<file path="config.mk">
export PLATFORM = sky130hd
export DESIGN_NAME = two_wire_slave_tx
export DESIGN_NICKNAME = d
export VERILOG_FILES = /design/src/logic/tw_pkg.sv /design/src/logic/two_wire_slave_tx.sv
export SDC_FILE = /design/constraint.sdc
export NUM_CORES = 1
export LEC_CHECK = 0
export BUFFER_PORTS_ARGS = -buffer_cell sky130_fd_sc_hd__buf_2
export CORE_ASPECT_RATIO = 0.9
export CORE_UTILIZATION = 60
export CTS_CLUSTER_SIZE = 28
export DETAILED_ROUTE_END_ITERATION = 6
export PLACE_DENSITY = 0.84
export SLEW_MARGIN = 10
export SYNTH_ARGS = -nofsm -noshare
export SYNTH_HDL_FRONTEND = slang
export SYNTH_SLANG_ARGS = --single-unit
</file>
<file path="constraint.sdc">
create_clock -name ref_clk -period 6.4 [get_ports ref_clk]
set_clock_uncertainty 0.05 [all_clocks]
set_input_delay 0.64 -clock ref_clk [delete_from_list [all_inputs] [get_ports ref_clk]]
set_output_delay 0.64 -clock ref_clk [all_outputs]
set_load 0.02 [all_outputs]
</file>
<file path="src/logic/tw_pkg.sv">
`default_nettype none
package tw_pkg;
    // ------------------------------------------------------------
    // timing
    // ------------------------------------------------------------
    localparam int unsigned CLK_HZ         = 40_000_000;
    localparam int unsigned START_HOLD_NS  = 4000;
    // least time: round up to whole cycles
    localparam int unsigned START_HOLD_CYC =
        (START_HOLD_NS * (CLK_HZ / 1_000_000) + 999) / 1000;

    // ------------------------------------------------------------
    // register map (byte addresses) and reset values
    // ------------------------------------------------------------
    localparam logic [3:0] OFS_CTRL = 4'h0;
    localparam logic [3:0] OFS_STAT = 4'h4;
    localparam logic [3:0] OFS_DATA = 4'h8;
    localparam logic [3:0] OFS_ADDR = 4'hC;
    localparam logic [7:0] CTRL_RST = 8'h00;
    localparam logic [7:0] ADDR_RST = 8'h00;
    localparam logic [7:0] DATA_RST = 8'hFF;

    // serial_control_register fields
    localparam int unsigned B_DONE  = 7;
    localparam int unsigned B_ACKEN = 6;
    localparam int unsigned B_STA   = 5;
    localparam int unsigned B_STO   = 4;
    localparam int unsigned B_WCOL  = 3;
    localparam int unsigned B_EN    = 2;
    localparam int unsigned B_IRQEN = 0;
    // own_address_register: address in 7:1, general_call_enable in 0
    localparam int unsigned B_GCE   = 0;

    // ------------------------------------------------------------
    // status codes (full byte, prescale bits zero)
    // ------------------------------------------------------------
    localparam logic [7:0] ST_SLA_R     = 8'hA8;
    localparam logic [7:0] ST_ARB_SLA_R = 8'hB0;
    localparam logic [7:0] ST_DATA_ACK  = 8'hB8;
    localparam logic [7:0] ST_DATA_NACK = 8'hC0;
    localparam logic [7:0] ST_LAST_ACK  = 8'hC8;
    localparam logic [7:0] ST_NONE      = 8'hF8;
    localparam logic [7:0] ST_BUS_ERR   = 8'h00;
    localparam logic [3:0] BITS_LAST    = 4'h7;
    localparam logic [3:0] BITS_ADDR    = 4'h8;

    typedef enum logic [7:0] {
        S_IDLE     = 8'b0000_0001,
        S_ADDR     = 8'b0000_0010,
        S_ADDR_ACK = 8'b0000_0100,
        S_TX       = 8'b0000_1000,
        S_TX_ACK   = 8'b0001_0000,
        S_WAIT_TX  = 8'b0010_0000,
        S_WAIT_END = 8'b0100_0000,
        S_ERR      = 8'b1000_0000
    } slave_state_e;

    typedef struct packed {
        logic        read;
        logic        write;
        logic [3:0]  address;
        logic [3:0]  byteenable;
        logic [31:0] writedata;
    } av_req_s;
endpackage
`default_nettype wire

</file>
<file path="src/logic/two_wire_slave_tx.sv">
`timescale 1ns/1ps
`default_nettype none
module two_wire_slave_tx
    import tw_pkg::*;
#(
    parameter int unsigned HOLD_CYC = tw_pkg::START_HOLD_CYC
) (
    input  wire  logic            ref_clk,
    input  wire  logic            reset,
    input  wire  tw_pkg::av_req_s avs_req,
    output logic [31:0]           avs_readdata,
    output logic                  avs_waitrequest,
    input  wire  logic            scl_in,
    output logic                  scl_out,
    output logic                  scl_oe,
    input  wire  logic            sda_in,
    output logic                  sda_out,
    output logic                  sda_oe,
    input  wire  logic            arb_lost_in_addr,
    output logic                  general_call_seen,
    output logic                  start_sent,
    output logic                  bus_owned
);
    import tw_pkg::*;

    if (HOLD_CYC < 2 || HOLD_CYC > 65535) begin : g_chk
        $error("HOLD_CYC out of range");
    end

    // ------------------------------------------------------------
    // pin synchronisers and bus conditions
    // ------------------------------------------------------------
    logic [2:0] scl_s;
    logic [2:0] sda_s;
    always_ff @(posedge ref_clk or posedge reset) begin
        if (reset) begin
            scl_s <= 3'h7;
            sda_s <= 3'h7;
        end else begin
            scl_s <= {scl_s[1:0], scl_in};
            sda_s <= {sda_s[1:0], sda_in};
        end
    end
    logic scl_rise;
    logic scl_fall;
    logic start_det;
    logic stop_det;
    assign scl_rise  = scl_s[1] & ~scl_s[2];
    assign scl_fall  = ~scl_s[1] & scl_s[2];
    assign start_det = scl_s[1] & scl_s[2] & sda_s[2] & ~sda_s[1];
    assign stop_det  = scl_s[1] & scl_s[2] & ~sda_s[2] & sda_s[1];

    // ------------------------------------------------------------
    // avalon slave: one wait state on every access
    // ------------------------------------------------------------
    logic       ack_r;
    logic       req;
    logic       wr_go;
    logic [7:0] wd;
    assign req             = avs_req.read | avs_req.write;
    assign avs_waitrequest = req & ~ack_r;
    assign wr_go           = avs_req.write & ack_r & avs_req.byteenable[0];
    assign wd              = avs_req.writedata[7:0];
    always_ff @(posedge ref_clk or posedge reset) begin
        if (reset) begin
            ack_r <= 1'b0;
        end else begin
            ack_r <= req & ~ack_r;
        end
    end

    logic ctrl_wr;
    logic data_wr;
    logic sw_clear;
    logic done_r;
    assign ctrl_wr  = wr_go && avs_req.address == OFS_CTRL;
    assign data_wr  = wr_go && avs_req.address == OFS_DATA;
    assign sw_clear = ctrl_wr && wd[B_DONE] && done_r;

    // ------------------------------------------------------------
    // control, address, prescale and data registers
    // ------------------------------------------------------------
    logic       ack_en_r;
    logic       sta_r;
    logic       sto_r;
    logic       en_r;
    logic       irqen_r;
    logic       wcol_r;
    logic [7:0] own_addr_r;
    logic [1:0] presc_r;
    logic [7:0] data_r;
    logic [4:0] code_r;
    logic [4:0] stat_code;
    slave_state_e st_r;
    logic       shift_now;
    assign shift_now = st_r == S_TX && scl_fall;

    always_ff @(posedge ref_clk or posedge reset) begin
        if (reset) begin
            {ack_en_r, sta_r, sto_r, en_r, irqen_r} <= 5'h00;
        end else if (ctrl_wr) begin
            ack_en_r <= wd[B_ACKEN];
            sta_r    <= wd[B_STA];
            en_r     <= wd[B_EN];
            irqen_r  <= wd[B_IRQEN];
            // in slave states the flag clear consumes stop_request
            sto_r    <= wd[B_STO] & ~(wd[B_DONE] & done_r);
        end
    end

    always_ff @(posedge ref_clk or posedge reset) begin
        if (reset) begin
            own_addr_r <= ADDR_RST;
            presc_r    <= 2'h0;
        end else if (wr_go) begin
            if (avs_req.address == OFS_ADDR) own_addr_r <= wd;
            if (avs_req.address == OFS_STAT) presc_r <= wd[1:0];
        end
    end

    always_ff @(posedge ref_clk or posedge reset) begin
        if (reset) begin
            data_r <= DATA_RST;
            wcol_r <= 1'b0;
        end else begin
            if (data_wr && done_r) begin
                data_r <= wd;
                wcol_r <= 1'b0;
            end else if (shift_now) begin
                data_r <= {data_r[6:0], 1'b1};
            end
            // collision set wins over the clearing write
            if (data_wr && !done_r) wcol_r <= 1'b1;
        end
    end

    assign stat_code = done_r ? code_r : ST_NONE[7:3];

    always_ff @(posedge ref_clk or posedge reset) begin
        if (reset) begin
            avs_readdata <= 32'h0000_0000;
        end else if (req && !ack_r) begin
            unique case (avs_req.address)
                OFS_CTRL: avs_readdata <= {24'h00_0000, done_r, ack_en_r, sta_r,
                                           sto_r, wcol_r, en_r, 1'b0, irqen_r};
                OFS_STAT: avs_readdata <= {24'h00_0000, stat_code, 1'b0, presc_r};
                OFS_DATA: avs_readdata <= {24'h00_0000, data_r};
                OFS_ADDR: avs_readdata <= {24'h00_0000, own_addr_r};
                default:  avs_readdata <= 32'h0000_0000;
            endcase
        end
    end

    // ------------------------------------------------------------
    // slave transmitter sequencing
    // ------------------------------------------------------------
    logic [3:0] cnt_r;
    logic [7:0] rx_r;
    logic       sda_low_r;
    logic       arb_r;
    logic       last_r;
    logic       ackd_r;
    logic       gc_r;
    logic       own_hit;
    logic       gc_hit;
    logic       in_frame;
    assign own_hit  = ack_en_r && rx_r[7:1] == own_addr_r[7:1];
    assign gc_hit   = ack_en_r && own_addr_r[B_GCE] && rx_r == 8'h00;
    assign in_frame = (st_r == S_ADDR && cnt_r != 4'h0) || st_r == S_ADDR_ACK ||
                      st_r == S_TX || st_r == S_TX_ACK;
    assign general_call_seen = gc_r;

    always_ff @(posedge ref_clk or posedge reset) begin
        if (reset) begin
            st_r      <= S_IDLE;
            cnt_r     <= 4'h0;
            rx_r      <= 8'h00;
            sda_low_r <= 1'b0;
            arb_r     <= 1'b0;
            last_r    <= 1'b0;
            ackd_r    <= 1'b0;
            done_r    <= 1'b0;
            code_r    <= ST_NONE[7:3];
            gc_r      <= 1'b0;
        end else begin
            gc_r <= 1'b0;
            if (sw_clear) done_r <= 1'b0;
            if (!en_r) begin
                st_r      <= S_IDLE;
                sda_low_r <= 1'b0;
            end else if (in_frame && (start_det || stop_det)) begin
                st_r      <= S_ERR;
                sda_low_r <= 1'b0;
                code_r    <= ST_BUS_ERR[7:3];
                done_r    <= 1'b1;
            end else begin
                unique case (st_r)
                    S_IDLE: begin
                        // released: extra master clocks read ones
                        sda_low_r <= 1'b0;
                        arb_r     <= 1'b0;
                        cnt_r     <= 4'h0;
                        if (start_det) st_r <= S_ADDR;
                    end
                    S_ADDR: begin
                        if (arb_lost_in_addr) arb_r <= 1'b1;
                        if (stop_det) begin
                            st_r <= S_IDLE;
                        end else if (start_det) begin
                            cnt_r <= 4'h0;
                        end else if (scl_rise) begin
                            rx_r  <= {rx_r[6:0], sda_s[1]};
                            cnt_r <= cnt_r + 4'h1;
                        end else if (scl_fall && cnt_r == BITS_ADDR) begin
                            cnt_r <= 4'h0;
                            // write direction belongs to the receiver unit
                            gc_r  <= gc_hit;
                            if (own_hit && rx_r[0]) begin
                                st_r      <= S_ADDR_ACK;
                                sda_low_r <= 1'b1;
                            end else begin
                                st_r <= S_IDLE;
                            end
                        end
                    end
                    S_ADDR_ACK: begin
                        if (scl_fall) begin
                            sda_low_r <= 1'b0;
                            done_r    <= 1'b1;
                            code_r    <= arb_r ? ST_ARB_SLA_R[7:3]
                                               : ST_SLA_R[7:3];
                            st_r      <= S_WAIT_TX;
                        end
                    end
                    S_WAIT_TX: begin
                        if (sw_clear) begin
                            cnt_r <= 4'h0;
                            if (wd[B_STO]) begin
                                st_r <= S_IDLE;
                            end else begin
                                st_r      <= S_TX;
                                last_r    <= ~wd[B_ACKEN];
                                sda_low_r <= ~data_r[7];
                            end
                        end
                    end
                    S_TX: begin
                        if (scl_fall) begin
                            cnt_r <= cnt_r + 4'h1;
                            if (cnt_r == BITS_LAST) begin
                                sda_low_r <= 1'b0;
                                st_r      <= S_TX_ACK;
                            end else begin
                                sda_low_r <= ~data_r[6];
                            end
                        end
                    end
                    S_TX_ACK: begin
                        if (scl_rise) ackd_r <= ~sda_s[1];
                        if (scl_fall) begin
                            done_r <= 1'b1;
                            if (!ackd_r) begin
                                code_r <= ST_DATA_NACK[7:3];
                                st_r   <= S_WAIT_END;
                            end else if (last_r) begin
                                code_r <= ST_LAST_ACK[7:3];
                                st_r   <= S_WAIT_END;
                            end else begin
                                code_r <= ST_DATA_ACK[7:3];
                                st_r   <= S_WAIT_TX;
                            end
                        end
                    end
                    S_WAIT_END: begin
                        // ack_enable and start_request as written take effect here
                        if (sw_clear) st_r <= S_IDLE;
                    end
                    S_ERR: begin
                        // internal only: lines stay released, no STOP driven
                        sda_low_r <= 1'b0;
                        if (sw_clear && wd[B_STO]) st_r <= S_IDLE;
                    end
                    default: st_r <= S_IDLE;
                endcase
            end
        end
    end

    // ------------------------------------------------------------
    // pending START and bus ownership
    // ------------------------------------------------------------
    logic        busy_r;
    logic        gen_sda_r;
    logic        gen_scl_r;
    logic        owned_r;
    logic        sent_r;
    logic [15:0] gcnt_r;
    always_ff @(posedge ref_clk or posedge reset) begin
        if (reset) begin
            busy_r    <= 1'b0;
            gen_sda_r <= 1'b0;
            gen_scl_r <= 1'b0;
            owned_r   <= 1'b0;
            sent_r    <= 1'b0;
            gcnt_r    <= 16'h0000;
        end else begin
            sent_r <= 1'b0;
            if (start_det) busy_r <= 1'b1;
            else if (stop_det) busy_r <= 1'b0;
            if (!en_r) begin
                {gen_sda_r, gen_scl_r, owned_r} <= 3'h0;
            end else if (owned_r) begin
                // a repeated START does not give the bus away
                if (stop_det) owned_r <= 1'b0;
                if (!sta_r) {gen_sda_r, gen_scl_r} <= 2'h0;
            end else if (gen_sda_r) begin
                gcnt_r <= gcnt_r + 16'h0001;
                if (gcnt_r == 16'(HOLD_CYC - 1)) begin
                    gen_scl_r <= 1'b1;
                    owned_r   <= 1'b1;
                    sent_r    <= 1'b1;
                end
            end else if (sta_r && !busy_r && st_r == S_IDLE) begin
                gen_sda_r <= 1'b1;
                gcnt_r    <= 16'h0000;
            end
        end
    end

    logic stretch;
    assign stretch    = done_r && (st_r == S_WAIT_TX || st_r == S_WAIT_END);
    assign scl_out    = 1'b0;
    assign sda_out    = 1'b0;
    assign scl_oe     = stretch | gen_scl_r;
    assign sda_oe     = sda_low_r | gen_sda_r;
    assign start_sent = sent_r;
    assign bus_owned  = owned_r;

    function automatic logic in_frame_err();
        return start_det || stop_det;
    endfunction
endmodule
`default_nettype wire
</file>
# ---- Yosys cells after proc, flatten, opt, wreduce, memory -nomap -nowiden
# Index checks and enable logic that the tools add are counted.
dict set report word_totals {
  ff_bits 115
  input_bits 47
  output_inout_bits 40
  wordCells 240
}
dict set report op_classes {
  n_addsub 2
  eq_ne 43
  n_mux 86
  bitwise 29
  n_reduce_logical 51
}
# cell n
set ops {}
lappend ops {{$mux W8} 16}
lappend ops {{$pmux W8 S8} 1}
lappend ops {{$mux W1} 45}
lappend ops {{$mux W4} 9}
lappend ops {{$mux W16} 2}
lappend ops {{$pmux W8 S4} 1}
lappend ops {{$ne A4 B3 Y1 const B} 7}
lappend ops {{$mux W5} 4}
lappend ops {{$ne A4 B4 Y1 const B} 5}
lappend ops {{$logic_and A1 B1 Y1} 19}
lappend ops {{$add A16 B1 Y16 const B} 1}
lappend ops {{$eq A16 B8 Y1 const B} 1}
lappend ops {{$pmux W4 S4} 1}
lappend ops {{$mux W7} 2}
lappend ops {{$not A1 Y1} 14}
lappend ops {{$and A1 B1 Y1} 12}
lappend ops {{$eq A4 B4 Y1 const B} 3}
lappend ops {{$ne A4 B2 Y1 const B} 3}
lappend ops {{$reduce_and A4 Y1} 3}
lappend ops {{$reduce_and A11 Y1} 1}
lappend ops {{$ne A5 B4 Y1 const B} 2}
lappend ops {{$pmux W5 S2} 1}
lappend ops {{$reduce_and A10 Y1} 1}
lappend ops {{$reduce_bool A2 Y1} 5}
lappend ops {{other kinds (34)} 52}

# ---- Depth between registers and ports, before layout
dict set report logic_depth {
  word_depth 11
  depth_mapped 8
  depth_no_buf 8
}

# ---- Worst setup path before layout
# No wires, ideal clock.
dict set report synth_path {
  path_kind {input port to flip-flop}
  startpoint {in avs_req[39] in the netlist's numbering}
  endpoint {reg own_addr_r[0]}
  arrival_time_ns 2.014
  required_ns 6.225
  setup_slack_ns 4.212
  path_stages 5
  n_path_buf 2
  path_cell_list {clkbuf_1 > inv_1 > or4_1 > clkbuf_1 > mux2_2}
}
dict set report synth_between {
  elab_chain_len 2
}
# element line_no
set synth_lines {}
lappend synth_lines {{from (decl)} two_wire_slave_tx.sv:10} ;# input wire tw_pkg::av_req_s avs_req,
lappend synth_lines {{$eq A4 B4 Y1} two_wire_slave_tx.sv:116} ;# if (avs_req.address == OFS_ADDR) own_addr_r <= wd;
lappend synth_lines {{$reduce_and A2 Y1 (no source line)} --}
lappend synth_lines {{to (signal assigned)} two_wire_slave_tx.sv:116}
lappend synth_lines {{to (decl)} two_wire_slave_tx.sv:89} ;# logic [7:0] own_addr_r;
# Every way passes these cells.
# A chain may end at the register's enable or synchronous reset.

# ---- Worst setup path in the final report
dict set report layout_path {
  startpoint {reg st_r[1]}
  endpoint {out scl_oe}
}
dict set report layout_between {
  elab_chain_len 4
  elab_cells_between_ends 5
  cone_classes {eq/ne (2); bitwise (1); reduce/logical (2)}
}
# element line_no
set layout_lines {}
lappend layout_lines {{from (decl)} two_wire_slave_tx.sv:94} ;# slave_state_e st_r;
lappend layout_lines {{from (signal assigned)} two_wire_slave_tx.sv:175} ;# st_r <= S_IDLE;
lappend layout_lines {{from (signal assigned)} two_wire_slave_tx.sv:189} ;# st_r <= S_IDLE;
lappend layout_lines {{from (signal assigned)} two_wire_slave_tx.sv:192} ;# st_r <= S_ERR;
lappend layout_lines {{$eq A8 B6 Y1 or $eq A8 B7 Y1 (tied branches)} two_wire_slave_tx.sv:331} ;# assign stretch = done_r && (st_r == S_WAIT_TX || st_r == S_WAIT_END);
lappend layout_lines {{$logic_or A1 B1 Y1 (*)} two_wire_slave_tx.sv:331}
lappend layout_lines {{$logic_and A1 B1 Y1 (*)} two_wire_slave_tx.sv:331}
lappend layout_lines {{$or A1 B1 Y1 (*)} two_wire_slave_tx.sv:334} ;# assign scl_oe = stretch | gen_scl_r;
lappend layout_lines {{to (decl)} two_wire_slave_tx.sv:15} ;# output logic scl_oe,
# Every way passes the cells marked *; elsewhere a longest branch is shown, timed or not.

==> results.json <==
{
  "status": "finished, final reports clean",
  "clock-sinks": 91,
  "critPathLaunchType": "flop",
  "clk_pin_slew_worst_paths_ps": 90,
  "max-slew-margin-rel": 0.275,
  "synthCells": 524,
  "num_antenna_cells": 0,
  "post_cts_buffers": 0,
  "drtAntennaViolNets": 0,
  "slew_viol_final": 0,
  "grt_pass1_wl_um": 19100,
  "synth_compound_area_frac": 0.134,
  "cts_buffer_depth": 2,
  "ys_seq_area_frac": 0.449,
  "cts_tree": "yes",
  "whs_ps": 157,
  "start_util": 0.629,
  "synth_cell_types": 77,
  "dieHeight_um": 89.7,
  "cp_max_fo": 13,
  "wl_per_cell_um": 17.6,
  "syn_to_final_growth_pct": 6.05,
  "fin_crit_ps": 2740,
  "via_count": 3974,
  "die_w_um": 99.4,
  "cts_resized": 0,
  "postCtsHoldBufs": 0,
  "fill_cells": 642,
  "ys_warn_count": 0,
  "peakVddDrop_uv": 145,
  "fmax_mhz": 365,
  "drv_cap": 0,
  "ys.flop_type": "dfrtp_1",
  "ff2ff_setup_slack_ps": 3780,
  "core-area_um2": 8150,
  "synth_edf_count": 0,
  "ys_async_sr_fraction": 1.00,
  "setup_tns_ps": 0,
  "antenna_found_initial": 0,
  "drt_iter0_drc": 271,
  "io_pins": 87,
  "hold_viol": 0,
  "grt_pass1_vias": 3829,
  "synthSimpleGateAreaFrac": 0.214,
  "cts_root_buf": "clkbuf_8",
  "firstDrtPassIters": 5,
  "grt-ovfl-total": 0,
  "synthXorXnorAreaFrac": 0.0427,
  "nets": 598,
  "grt_max_degree": 73,
  "rows": 31,
  "max_slew.worst_pin.slew_ps": 1080,
  "power_density_nw_per_um2": 219,
  "via_per_inst": 6.10,
  "syn_avg_cell_area_um2": 9.78,
  "drive_gt1_frac": 0.226,
  "wirelength_um": 11500,
  "finalPower_uw": 1190,
  "finalSetupViolations": 0,
  "hold_class": "input port to asynchronous set/reset pin",
  "post-place-ws_ps": 3840,
  "worstPathRequired_ps": 5710,
  "route.detailed.drc": 0,
  "grt_usage": 0.279,
  "numCtsBuffers": 9,
  "yosys_register_bits": 91,
  "dieArea_um2": 8920,
  "arrival_ps": 2050,
  "synthAdderAreaFrac": 0.00732,
  "p_leak_uw": 0.00256,
  "rsz0062_at_grt": "no",
  "synth.mux.area_fraction": 0.0832,
  "ctsHtreeMaxLevel": 3,
  "end_kind": "output pin",
  "syn-cell-area_um2": 5130,
  "place.detailed.hpwl_um": 8490,
  "clock_latency_ps": 370,
  "finalWorstSetupSlack_ps": 3660,
  "synth_top_family_by_area": "simple AND/OR/NAND/NOR gates",
  "port_buffers": 33,
  "min_period_over_period": 0.428,
  "critical_path_class": "flop to output pin",
  "gp_routability_congestion": 0.957
}
state kept, by name (all words and copies together), names as in the netlist, 2 cells and up:
signal	flops
avs_readdata	8
cnt_r	4
code_r	5
data_r	8
gcnt_r	16
own_addr_r	8
presc_r	2
rx_r	8
scl_s	3
sda_s	3
st_r	8
cell usage in the layout (no fill, tap or decap), drive strengths merged, types with 4 or more instances in the layout:
cell type / n
nor2b: 6
dfrtp: 71
nor3: 16
o21ai: 34
mux2i: 10
nand2: 61
conb: 26
a31oi: 6
a21oi: 15
clkinv: 5
mux2: 27
buf: 35
xor2: 10
and3: 8
or4: 4
o22ai: 5
xnor2: 15
dfstp: 20
nand4: 11
nor2: 43
nand3: 25
nor4: 6
clkbuf: 10
a22o: 5
inv: 14
kinds of logic after synthesis:
group,after synthesis
and+or+nand+nor,208
AOI/OAI and AO/OA,96
DFF,91
buffers and inverters,62
muxes,38
xor gates and xnor gates,25
adders and majority gates,3
other,1
where the power goes:
group	leakage [uW]	internal, uW	total, uW	switching, uW
sequential	0.00118	614	645	30.3
combinational	0.00128	56.4	151	94.8
clock	0.000102	191	397	206
final timing paths:
kind	startpoint	cells past startpoint	to
worst max register to register	st_r[7]$_DFFE_PP0P_	6	sda_low_r$_DFFE_PP0P_
worst min register to register	scl_s[0]$_DFF_PP1_	0	scl_s[1]$_DFF_PP1_
max in group asynchronous	reset	3	general_call_seen$_DFF_PP0_
worst min-delay path	reset	2	gcnt_r[2]$_DFFE_PP0P_
min in group ref_clk	scl_s[0]$_DFF_PP1_	0	scl_s[1]$_DFF_PP1_
worst max-delay path	st_r[1]$_DFFE_PP0P_	4	scl_oe
synth_stat cells (2+ instances only):
library cell / count / area share
a211oi_1: 2 / 0.0029
a21oi_1: 15 / 0.015
a22o_1: 4 / 0.0068
a31o_2: 3 / 0.0051
a31oi_1: 6 / 0.0073
a41oi_1: 2 / 0.0034
and2_1: 3 / 0.0037
and3_1: 8 / 0.0098
buf_2: 4 / 0.0039
buf_4: 29 / 0.042
clkbuf_1: 12 / 0.0088
dfrtp_1: 71 / 0.35
dfstp_2: 20 / 0.10
ha_1: 3 / 0.0073
inv_1: 15 / 0.011
mux2_2: 27 / 0.059
mux2i_1: 10 / 0.020
nand2_1: 61 / 0.045
nand2b_1: 3 / 0.0037
nand3_1: 24 / 0.023
nand3b_1: 3 / 0.0044
nand4_1: 11 / 0.013
nand4b_1: 3 / 0.0051
nor2_1: 42 / 0.031
nor2b_1: 5 / 0.0061
nor3_1: 14 / 0.014
nor3_4: 2 / 0.0063
nor3b_1: 2 / 0.0029
nor4_1: 5 / 0.0061
o2111ai_1: 2 / 0.0034
o211ai_1: 2 / 0.0029
o21ai_0: 34 / 0.033
o22ai_1: 5 / 0.0061
o31ai_1: 2 / 0.0029
or2_2: 2 / 0.0024
or3_1: 2 / 0.0024
or4_1: 3 / 0.0044
xnor2_1: 15 / 0.026
xor2_1: 10 / 0.017
metal layers:
| layer | track usage | routed length [um] | vias to the layer above |
|---|---|---|---|
| li1 | - | - | 1878 |
| met1 | 0.370 | 5170 | 1946 |
| met2 | 0.475 | 5520 | 133 |
| met3 | 0.0526 | 631 | 17 |
| met4 | 0.0856 | 141 | 0 |
| met5 | 0 | 0 | - |
per-stage QoR:
stage                     area, um2   util  instances
after floorplan                5220      -        549
after global placement         5230  0.643        636
after detailed placement       5230  0.643        636
after CTS                      5440  0.667        652
after global routing           5440  0.667        652
final                          5440  0.667        652
critical path, cell delays in order, from the launching register on:
cell	delay [ps]
dfrtp_1	510
nor2_2	520
and3_1	310
a31o_2	190
buf_2	160
layout make-up:
cell class | count | area, um2 | share of cell area
clock inverter | 6 | 65.1 | 0.0120
multi-input combinational | 396 | 2570 | 0.473
sequential | 91 | 2300 | 0.423
tap | 99 | 124 | 0.0228
clock buffer | 10 | 138 | 0.0253
timing repair buffer | 35 | 180 | 0.0331
inverter | 15 | 57.6 | 0.0106
Note: power is estimated with default switching activity, not from simulation.
